File: src/logic/pie_pkg.sv
// Constants for the prioritized interrupt and event transfer controller
package pie_pkg;
  localparam int NODES = 16;
  localparam int CHANS = 8;
  localparam int EXT_INS = 4;
  localparam int SHARED = 12;
  localparam int PRIO_W = 4;
  localparam int LEVELS = 16;
  localparam int NODE_W = 4;
  localparam int CH_W = 3;
  localparam int PTR_W = 16;
  localparam int CNT_W = 8;
  localparam int VEC_W = 16;
  localparam int TRAP_W = 8;
  localparam int ADDR_W = 12;
  // Trap number of node 0; vector is four times the trap number
  localparam logic [TRAP_W-1:0] FIRST_TRAP = 8'h10;
  localparam int VEC_SHIFT = 2;
  // Node control word fields
  localparam int NC_PRIO_LSB = 0;
  localparam int NC_EN_BIT = 6;
  localparam int NC_REQ_BIT = 7;
  localparam int NC_ROUTE_BIT = 8;
  localparam int NC_CH_LSB = 9;
  // Channel configuration fields
  localparam int CFG_W = 4;
  localparam int CFG_WORD = 0;
  localparam int CFG_INC_SRC = 1;
  localparam int CFG_INC_DST = 2;
  localparam int CFG_CONT = 3;
  // Edge select bits per fast input
  localparam int EDGE_RISE = 0;
  localparam int EDGE_FALL = 1;
  // Register map
  localparam int WORD_LSB = 2;
  localparam int NODE_IDX_MSB = 5;
  localparam int CH_IDX_LSB = 4;
  localparam int CH_IDX_MSB = 6;
  localparam logic [ADDR_W-1:0] NODE_BASE = 12'h000;
  localparam logic [ADDR_W-1:0] NODE_SPAN = 12'h040;
  localparam logic [ADDR_W-1:0] CHAN_BASE = 12'h100;
  localparam logic [ADDR_W-1:0] CHAN_SPAN = 12'h080;
  localparam logic [3:0] CH_SRC = 4'h0;
  localparam logic [3:0] CH_DST = 4'h4;
  localparam logic [3:0] CH_CNT = 4'h8;
  localparam logic [3:0] CH_CFG = 4'hC;
  localparam logic [ADDR_W-1:0] EDGE_OFF = 12'h200;
  localparam logic [ADDR_W-1:0] STAT_OFF = 12'h204;
  localparam logic [ADDR_W-1:0] MASK_OFF = 12'h208;
  localparam logic [ADDR_W-1:0] ISR_OFF = 12'h20C;
  localparam logic [PTR_W-1:0] STEP_BYTE = 16'h0001;
  localparam logic [PTR_W-1:0] STEP_WORD = 16'h0002;
endpackage

File: src/logic/pie_ctrl.sv
// Prioritized interrupt controller with eight event transfer channels
//
// Design decisions made here: the APB register port and the register addresses.
`timescale 1ns/1ps
`default_nettype none

// Function
// - Per-node request, enable and priority; both needed
// - Sixteen priority levels for arbitration
// - Preempt only for strictly higher level
// - Each node has its own vector
// - Node routed to vector or transfer channel
// - Transfer steals exactly one CPU cycle
// - Move byte or word, increment pointers
// - Count decrements unless continuous mode
// - Count zero raises node's vectored interrupt
// - Eight independent transfer channels
// - Fast inputs: rising, falling or both edges
// - Software trap jumps to trap vector
// - Software may set request flag
// - Vector is four times trap number
// - Nodes 0-11 accept a second source
// - Request reaches CPU within few clocks
module pie_ctrl
  import pie_pkg::*;
(
  input wire logic mclk,
  input wire logic reset_n,
  input wire logic [ADDR_W-1:0] paddr,
  input wire logic psel,
  input wire logic penable,
  input wire logic pwrite,
  input wire logic [31:0] pwdata,
  output logic [31:0] prdata,
  output logic pready,
  output logic pslverr,
  input wire logic [NODES-1:0] node_hw_req,
  input wire logic [SHARED-1:0] node_alt_req,
  input wire logic [EXT_INS-1:0] fast_ext_pin,
  output logic irq_valid,
  output logic [VEC_W-1:0] irq_vector,
  output logic [PRIO_W-1:0] irq_level,
  input wire logic cpu_ack,
  input wire logic cpu_ret,
  input wire logic sw_trap,
  input wire logic [TRAP_W-1:0] sw_trap_num,
  output logic trap_valid,
  output logic [VEC_W-1:0] trap_vector,
  output logic move_valid,
  output logic [PTR_W-1:0] move_src,
  output logic [PTR_W-1:0] move_dst,
  output logic move_word,
  output logic cpu_stall,
  output logic irq_out
);

  function automatic logic in_range(input logic [ADDR_W-1:0] a,
    input logic [ADDR_W-1:0] base, input logic [ADDR_W-1:0] span);
    in_range = (a >= base) && (a < base + span);
  endfunction

  function automatic logic [PRIO_W-1:0] top_level(
    input logic [LEVELS-1:0] m);
    top_level = '0;
    for (int k = 0; k < LEVELS; k++)
    begin
      if (m[k])
        top_level = PRIO_W'(k);
    end
  endfunction

  // Node and channel state
  logic [PRIO_W-1:0] prio_reg [NODES];
  logic [CH_W-1:0] chsel_reg [NODES];
  logic [NODES-1:0] en_reg;
  logic [NODES-1:0] req_reg;
  logic [NODES-1:0] route_reg;
  logic [PTR_W-1:0] src_reg [CHANS];
  logic [PTR_W-1:0] dst_reg [CHANS];
  logic [CNT_W-1:0] cnt_reg [CHANS];
  logic [CFG_W-1:0] cfg_reg [CHANS];
  logic [2*EXT_INS-1:0] edge_reg;
  logic [CHANS-1:0] stat_reg;
  logic [CHANS-1:0] mask_reg;
  logic [LEVELS-1:0] isr_reg;
  logic [LEVELS-1:0] isr_next;
  logic [EXT_INS-1:0] ext_s1_reg;
  logic [EXT_INS-1:0] ext_s2_reg;
  logic [EXT_INS-1:0] ext_s3_reg;
  logic [NODE_W-1:0] irq_node_reg;
  logic irq_valid_reg;
  logic [VEC_W-1:0] irq_vector_reg;
  logic [PRIO_W-1:0] irq_level_reg;
  logic trap_valid_reg;
  logic [VEC_W-1:0] trap_vector_reg;
  logic move_valid_reg;
  logic [PTR_W-1:0] move_src_reg;
  logic [PTR_W-1:0] move_dst_reg;
  logic move_word_reg;
  logic [31:0] prdata_reg;
  logic pslverr_reg;

  // Bus decode
  wire logic setup_ph = psel & ~penable;
  wire logic wr_acc = psel & penable & pwrite;
  wire logic node_hit = in_range(paddr, NODE_BASE, NODE_SPAN);
  wire logic chan_hit = in_range(paddr, CHAN_BASE, CHAN_SPAN);
  wire logic edge_hit = (paddr == EDGE_OFF);
  wire logic stat_hit = (paddr == STAT_OFF);
  wire logic mask_hit = (paddr == MASK_OFF);
  wire logic isr_hit = (paddr == ISR_OFF);
  wire logic [ADDR_W-1:0] node_off = paddr - NODE_BASE;
  wire logic [ADDR_W-1:0] chan_off = paddr - CHAN_BASE;
  wire logic [NODE_W-1:0] node_idx = node_off[NODE_IDX_MSB:WORD_LSB];
  wire logic [CH_W-1:0] ch_idx = chan_off[CH_IDX_MSB:CH_IDX_LSB];
  wire logic [3:0] ch_fld = chan_off[CH_IDX_LSB-1:0];
  wire logic any_hit = node_hit | chan_hit | edge_hit | stat_hit |
    mask_hit | isr_hit;

  // Fast external input edges
  wire logic [EXT_INS-1:0] ext_rise = ext_s2_reg & ~ext_s3_reg;
  wire logic [EXT_INS-1:0] ext_fall = ~ext_s2_reg & ext_s3_reg;
  logic [EXT_INS-1:0] ext_evt;
  logic [SHARED-1:0] alt_src;

  always_comb
  begin
    for (int e = 0; e < EXT_INS; e++)
    begin
      ext_evt[e] = (ext_rise[e] & edge_reg[2*e+EDGE_RISE]) |
        (ext_fall[e] & edge_reg[2*e+EDGE_FALL]);
    end
  end

  // External events share nodes 0-3 and 8-11 with their second sources
  always_comb
  begin
    alt_src = node_alt_req;
    alt_src[EXT_INS-1:0] = node_alt_req[EXT_INS-1:0] | ext_evt;
    alt_src[2*EXT_INS+EXT_INS-1:2*EXT_INS] =
      node_alt_req[2*EXT_INS+EXT_INS-1:2*EXT_INS] | ext_evt;
  end

  // Arbitration
  logic best_valid;
  logic [NODE_W-1:0] best_idx;
  logic [PRIO_W-1:0] best_prio;

  always_comb
  begin
    best_valid = 1'b0;
    best_idx = '0;
    best_prio = '0;
    for (int i = NODES - 1; i >= 0; i--)
    begin
      if (req_reg[i] && en_reg[i] &&
        (!best_valid || prio_reg[i] >= best_prio))
      begin
        best_valid = 1'b1;
        best_idx = NODE_W'(i);
        best_prio = prio_reg[i];
      end
    end
  end

  wire logic busy = |isr_reg;
  wire logic [PRIO_W-1:0] cur_level = top_level(isr_reg);
  wire logic win_ok = best_valid &&
    (!busy || best_prio > cur_level);
  wire logic [CH_W-1:0] win_ch = chsel_reg[best_idx];
  wire logic [CFG_W-1:0] win_cfg = cfg_reg[win_ch];
  wire logic [CNT_W-1:0] win_cnt = cnt_reg[win_ch];
  wire logic win_cont = win_cfg[CFG_CONT];
  // Exhausted channel falls back to the node's own vector
  wire logic move_route = route_reg[best_idx] &&
    (win_cont || win_cnt != '0);
  wire logic move_fire = win_ok && move_route;
  wire logic last_move = move_fire && !win_cont &&
    win_cnt == CNT_W'(1);
  wire logic ack_take = cpu_ack & irq_valid_reg;
  wire logic [VEC_W-1:0] best_vec =
    VEC_W'({FIRST_TRAP + TRAP_W'(best_idx), 2'b00});

  // Nodes
  genvar gn;
  generate
    for (gn = 0; gn < NODES; gn++)
    begin : g_node
      wire logic node_wr = wr_acc && node_hit && node_idx == NODE_W'(gn);
      wire logic hw_set = node_hw_req[gn] |
        ((gn < SHARED) ? alt_src[gn % SHARED] : 1'b0);
      wire logic svc_clr =
        (ack_take && irq_node_reg == NODE_W'(gn)) ||
        (move_fire && !last_move && best_idx == NODE_W'(gn));
      always_ff @(posedge mclk or negedge reset_n)
      begin
        if (!reset_n)
        begin
          prio_reg[gn] <= '0;
          chsel_reg[gn] <= '0;
          en_reg[gn] <= 1'b0;
          route_reg[gn] <= 1'b0;
          req_reg[gn] <= 1'b0;
        end
        else
        begin
          if (node_wr)
          begin
            prio_reg[gn] <= pwdata[NC_PRIO_LSB +: PRIO_W];
            chsel_reg[gn] <= pwdata[NC_CH_LSB +: CH_W];
            en_reg[gn] <= pwdata[NC_EN_BIT];
            route_reg[gn] <= pwdata[NC_ROUTE_BIT];
          end
          // Hardware set wins over any clear
          if (hw_set)
            req_reg[gn] <= 1'b1;
          else if (node_wr)
            req_reg[gn] <= pwdata[NC_REQ_BIT];
          else if (svc_clr)
            req_reg[gn] <= 1'b0;
        end
      end
    end
  endgenerate

  // Transfer channels
  genvar gc;
  generate
    for (gc = 0; gc < CHANS; gc++)
    begin : g_chan
      wire logic ch_wr = wr_acc && chan_hit && ch_idx == CH_W'(gc);
      wire logic ch_mv = move_fire && win_ch == CH_W'(gc);
      wire logic [PTR_W-1:0] step =
        cfg_reg[gc][CFG_WORD] ? STEP_WORD : STEP_BYTE;
      always_ff @(posedge mclk or negedge reset_n)
      begin
        if (!reset_n)
        begin
          src_reg[gc] <= '0;
          dst_reg[gc] <= '0;
          cnt_reg[gc] <= '0;
          cfg_reg[gc] <= '0;
        end
        else if (ch_wr)
        begin
          if (ch_fld == CH_SRC)
            src_reg[gc] <= pwdata[PTR_W-1:0];
          if (ch_fld == CH_DST)
            dst_reg[gc] <= pwdata[PTR_W-1:0];
          if (ch_fld == CH_CNT)
            cnt_reg[gc] <= pwdata[CNT_W-1:0];
          if (ch_fld == CH_CFG)
            cfg_reg[gc] <= pwdata[CFG_W-1:0];
        end
        else if (ch_mv)
        begin
          if (cfg_reg[gc][CFG_INC_SRC])
            src_reg[gc] <= src_reg[gc] + step;
          if (cfg_reg[gc][CFG_INC_DST])
            dst_reg[gc] <= dst_reg[gc] + step;
          if (!cfg_reg[gc][CFG_CONT])
            cnt_reg[gc] <= cnt_reg[gc] - CNT_W'(1);
        end
      end
    end
  endgenerate

  // Nesting of accepted vectored services
  wire logic [LEVELS-1:0] top_bit = LEVELS'(1) << cur_level;
  wire logic [LEVELS-1:0] take_bit = LEVELS'(1) << irq_level_reg;

  always_comb
  begin
    isr_next = isr_reg;
    if (cpu_ret)
      isr_next = isr_next & ~top_bit;
    if (ack_take)
      isr_next = isr_next | take_bit;
  end

  // Channel exhaustion status, sticky; set beats write-one-clear
  wire logic [CHANS-1:0] stat_set = last_move ?
    (CHANS'(1) << win_ch) : '0;
  wire logic [CHANS-1:0] stat_clr = (wr_acc && stat_hit) ?
    pwdata[CHANS-1:0] : '0;

  always_ff @(posedge mclk or negedge reset_n)
  begin
    if (!reset_n)
    begin
      edge_reg <= '0;
      mask_reg <= '0;
      stat_reg <= '0;
      isr_reg <= '0;
      ext_s1_reg <= '0;
      ext_s2_reg <= '0;
      ext_s3_reg <= '0;
    end
    else
    begin
      if (wr_acc && edge_hit)
        edge_reg <= pwdata[2*EXT_INS-1:0];
      if (wr_acc && mask_hit)
        mask_reg <= pwdata[CHANS-1:0];
      stat_reg <= (stat_reg & ~stat_clr) | stat_set;
      isr_reg <= isr_next;
      ext_s1_reg <= fast_ext_pin;
      ext_s2_reg <= ext_s1_reg;
      ext_s3_reg <= ext_s2_reg;
    end
  end

  // CPU side: vector request, trap and one-cycle move
  always_ff @(posedge mclk or negedge reset_n)
  begin
    if (!reset_n)
    begin
      irq_valid_reg <= 1'b0;
      irq_node_reg <= '0;
      irq_vector_reg <= '0;
      irq_level_reg <= '0;
      trap_valid_reg <= 1'b0;
      trap_vector_reg <= '0;
      move_valid_reg <= 1'b0;
      move_src_reg <= '0;
      move_dst_reg <= '0;
      move_word_reg <= 1'b0;
    end
    else
    begin
      // Offer dropped for one cycle after an acceptance
      irq_valid_reg <= win_ok && !move_route && !ack_take;
      irq_node_reg <= best_idx;
      irq_vector_reg <= best_vec;
      irq_level_reg <= best_prio;
      trap_valid_reg <= sw_trap;
      trap_vector_reg <= VEC_W'({sw_trap_num, 2'b00});
      move_valid_reg <= move_fire;
      move_src_reg <= src_reg[win_ch];
      move_dst_reg <= dst_reg[win_ch];
      move_word_reg <= win_cfg[CFG_WORD];
    end
  end

  // Register read
  logic [31:0] rd_mux;

  always_comb
  begin
    rd_mux = '0;
    if (node_hit)
    begin
      rd_mux[NC_PRIO_LSB +: PRIO_W] = prio_reg[node_idx];
      rd_mux[NC_EN_BIT] = en_reg[node_idx];
      rd_mux[NC_REQ_BIT] = req_reg[node_idx];
      rd_mux[NC_ROUTE_BIT] = route_reg[node_idx];
      rd_mux[NC_CH_LSB +: CH_W] = chsel_reg[node_idx];
    end
    else if (chan_hit)
    begin
      if (ch_fld == CH_SRC)
        rd_mux[PTR_W-1:0] = src_reg[ch_idx];
      if (ch_fld == CH_DST)
        rd_mux[PTR_W-1:0] = dst_reg[ch_idx];
      if (ch_fld == CH_CNT)
        rd_mux[CNT_W-1:0] = cnt_reg[ch_idx];
      if (ch_fld == CH_CFG)
        rd_mux[CFG_W-1:0] = cfg_reg[ch_idx];
    end
    else if (edge_hit)
      rd_mux[2*EXT_INS-1:0] = edge_reg;
    else if (stat_hit)
      rd_mux[CHANS-1:0] = stat_reg;
    else if (mask_hit)
      rd_mux[CHANS-1:0] = mask_reg;
    else if (isr_hit)
      rd_mux[LEVELS-1:0] = isr_reg;
  end

  always_ff @(posedge mclk or negedge reset_n)
  begin
    if (!reset_n)
    begin
      prdata_reg <= '0;
      pslverr_reg <= 1'b0;
    end
    else if (setup_ph)
    begin
      prdata_reg <= pwrite ? '0 : rd_mux;
      pslverr_reg <= ~any_hit;
    end
  end

  assign pready = 1'b1;
  assign prdata = prdata_reg;
  assign pslverr = pslverr_reg & psel & penable;
  assign irq_valid = irq_valid_reg;
  assign irq_vector = irq_vector_reg;
  assign irq_level = irq_level_reg;
  assign trap_valid = trap_valid_reg;
  assign trap_vector = trap_vector_reg;
  assign move_valid = move_valid_reg;
  assign move_src = move_src_reg;
  assign move_dst = move_dst_reg;
  assign move_word = move_word_reg;
  assign cpu_stall = move_valid_reg;
  assign irq_out = |(stat_reg & mask_reg);

endmodule

`default_nettype wire

File: config.mk
export PLATFORM = sky130hd
export DESIGN_NAME = pie_ctrl
export DESIGN_NICKNAME = d
export VERILOG_FILES = /design/src/logic/pie_pkg.sv /design/src/logic/pie_ctrl.sv
export SDC_FILE = /design/constraint.sdc
export NUM_CORES = 2
export LEC_CHECK = 0
export BUFFER_PORTS_ARGS = -buffer_cell sky130_fd_sc_hd__buf_4
export CAP_MARGIN = 20
export CORE_UTILIZATION = 40
export DETAILED_ROUTE_END_ITERATION = 7
export PLACE_DENSITY = 0.54
export RECOVER_POWER = 50
export SETUP_SLACK_MARGIN = 0.05
export SYNTH_ARGS = -nofsm -noshare
export SYNTH_HDL_FRONTEND = slang
export SYNTH_SLANG_ARGS = --single-unit
export TNS_END_PERCENT = 30
File: constraint.sdc
create_clock -name mclk -period 58.1 [get_ports mclk]
set_input_delay 11.62 -clock mclk [delete_from_list [all_inputs] [get_ports mclk]]
set_output_delay 11.62 -clock mclk [all_outputs]
set_load 0.01 [all_outputs]
==> results by group <==
Global route
  • Remaining global-route overflow: 0
  • Total GRT Usage: 0.347
  • Largest net degree at the start of global routing: 160
  • Initial antenna violation count: 7
  • First-pass GRT wire length: 285 mm
  • Vias in the first global route: 39951

Logic synthesis
  • Asr flop ratio synth: 1.00
  • Synth unique cells: between 100 and 150
  • Post-synthesis sequential area ratio: 0.361
  • Synthesized area per cell: 8.94 sq um
  • Prevailing post-synth register cell: dfrtp_1
  • Synth Register Bits: 634
  • Synthesis warning total: 0
  • EDFF count, synth: 0
  • Synthesized cell area: 44000 sq um
  • Synthesized instance count: 4919

Placed design
  • Gpl congestion: roughly 0.94
  • I/O Buffers: 147
  • DPL Wire Length: 137 mm

Final layout
  • Final core occ: 0.448
  • Multi-input gate area: 26100 sq um
  • Share of layout cells above drive strength 1: 0.145
  • Most frequent cells in the layout: 661 x nand2_1, 634 x dfrtp_1, 364 x nor2_1, 289 x nand3_1, 233 x a21oi_1
  • Nets: 5109
  • Filler cells: between 10000 and 15000
  • Most common cell after layout, fill and taps aside: nand2_1
  • Register area: roughly 16000 sq um
  • Area growth syn-to-layout: 10.9%

Clock tree
  • Num Clock Sinks: 634
  • Clock transition at path regs: 0.07 ns
  • CTS tree: done
  • Clock Latency Late Sink: ~0.70 ns
  • Clock buffer depth: 3
  • Root Buffer Master: clkbuf_16
  • CTS Hold Bufs: 0
  • Setup bufs post-CTS: 0
  • Cts repair resizes: 0
  • # H-tree levels: 3
  • TritonCTS buffer count: 82

Timing
  • Fin. Hold Viols: 0
  • Tmin final: approximately 32 ns
  • Max Freq: 0.0311 GHz
  • Worst-Margin Slew: 8.36 ns
  • RSZ-0062 raised after global routing: false
  • Final critical-path share of the clock period: 0.553
  • Slew Limit Fails: around 580
  • Clock Skew: 0.0492 ns
  • Total Neg Setup Slack: 0 ns
  • Slew HR: -4.58
  • Final setup viols: 0

Route
  • Remaining antenna violation count: 0
  • Post-Route WL: 197 mm
  • Initial DRT Pass Iterations: 6
  • Via total after detailed routing: around 43000
  • Starting DRT DRC Count: 5517
  • Vias per cell: 6.77
  • Wirelength per Cell: 30.9 um
  • DRC Markers: 0

Power and ir drop
  • Leak Pwr: 19.8 nW
  • Pwr/cell area: 23.2 nW/um^2
  • Peak VDD IR: 0.0213 mV

Die
  • Chip Height: 333 um
  • Placeable Area: between 100000 and 150000 sq um
  • Row cnt: 121
  • Die area: between 100000 and 150000 sq um
  • Ports: 200
  • Initial Util: 0.404
  • Die width: around 330 um

Critical path
  • Critical path endpoint category: flop
  • CP Data Arrival Time: 32.70 ns
  • Req. time, crit path: ~59 ns
  • CP dominant cell by count: ha_1
  • Startpoint Class: flop
  • WS Path Type: reg -> reg
  • Slowest stage delay, CP: between 1 and 1.5 ns
  • CP max FO: 50
  • Crit path max-delay cell type: nor3_1

Run status
  • Status: finished, violations left
  • Failing checks: capacitance limit, slew limit

Job
  • Maxcap violations: 6

Hold path
  • Class of the worst hold path: reg -> reg
area by class of cell:
class | instances | share of cell area
well taps | 1414 | 0.0363
repair buffers | 258 | 0.0338
clock buffers | 111 | 0.0477
clock inverters | 37 | 0.00971
inverters | 137 | 0.0106
multi-input cells | 3793 | 0.536
diodes | 2 | 0.000103
flip-flops and latches | 634 | 0.326
cells in the mapped netlist, types with 36 or more instances:
library cell	n	area share
a2bb2oi_1	36	0.0072
nand2_1	664	0.057
and3_1	93	0.013
a211oi_1	86	0.015
nor3_1	139	0.016
nand3_1	291	0.033
mux2_2	172	0.044
mux4_2	139	0.071
and2_1	37	0.0053
buf_2	41	0.0047
nand2b_1	39	0.0056
nor2b_1	39	0.0056
nor2_1	373	0.032
o211ai_1	57	0.0097
clkbuf_1	254	0.022
dfrtp_1	634	0.36
a21oi_1	233	0.027
a311oi_1	65	0.013
nor4_1	47	0.0067
o21ai_0	210	0.024
ha_1	95	0.027
nand4_1	66	0.0094
buf_1	49	0.0042
buf_4	43	0.0073
mux2i_1	66	0.015
o22ai_1	90	0.013
inv_1	136	0.012
a31oi_1	61	0.0087
o22a_1	60	0.012
or3_1	50	0.0071
power by group:
part           internal [mW]  switching, mW
Combinational         0.0318         0.0985
Sequential             0.449        0.00578
Clock                  0.321          0.226
Total                  0.802          0.331
critical path, delay by kind of cell, from the launching register on:
kind                     cells  cell delay [ns]
multiplexers                12             4.77
buffers and inverters        4             0.91
AND/OR/NAND/NOR             37             8.48
adder cells (fa/ha/maj)     16             4.39
flip-flops                   1             0.56
AO/OA/AOI/OAI               50            12.87
path summary, 6_finish.rpt:
kind / startpoint / endpoint / slack (ns) / depth (start not counted)
min reg2reg: ext_s1_reg[2]$_DFF_PN0_ / ext_s2_reg[2]$_DFF_PN0_ / 0.34 / 0
min: ext_s1_reg[2]$_DFF_PN0_ / ext_s2_reg[2]$_DFF_PN0_ / 0.34 / 0
min in group asynchronous: reset_n / src_reg[122]$_DFFE_PN0P_ / 12.82 / 1
max: req_reg[15]$_DFFE_PN0P_ / cnt_reg[31]$_DFFE_PN0P_ / 25.96 / 119
max reg2reg: req_reg[15]$_DFFE_PN0P_ / cnt_reg[31]$_DFFE_PN0P_ / 25.96 / 119
max in group asynchronous: reset_n / prio_reg[35]$_DFFE_PN0P_ / 28.97 / 3
per-layer routing:
| layer | share of wire | GRT usage | vias up |
|---|---|---|---|
| met5 | 0.00011 | 0 | - |
| met4 | 0.069 | 0.217 | 4 |
| met3 | 0.099 | 0.0752 | 500 |
| met2 | 0.43 | 0.519 | 2590 |
| met1 | 0.40 | 0.456 | 21571 |
| li1 | - | - | 18572 |
metrics by stage:
stage | hold WS, ns | power (mW) | instance area, sq um | setup WS [ns] | std cells
floorplan | 0.331 | 0.528 | 44100 | 32.70 | 4954
global placement | 0.334 | 0.594 | 46200 | 26.69 | 6230
detailed placement | 0.335 | 0.595 | 46200 | 26.70 | 6232
CTS | 0.346 | 1.14 | 49000 | 26.53 | 6380
global route | 0.353 | 1.16 | 48700 | 23.78 | 6384
finish | 0.345 | 1.13 | 48700 | 25.96 | 6386
kinds of logic (layout without fill, tap and decap cells):
logic type      Yosys count  in the layout  share of synthesized area
xor+xnor                  1              1                   0.000199
compound gates         1310           1310                      0.211
mux                     378            378                      0.131
other cells               2             39                   0.000171
fa+ha+maj               112            112                     0.0346
buf+inv                 527            543                     0.0501
flops                   634            634                      0.361
simple gates           1955           1955                      0.212
No activity file was read; power rests on OpenSTA's default activity.
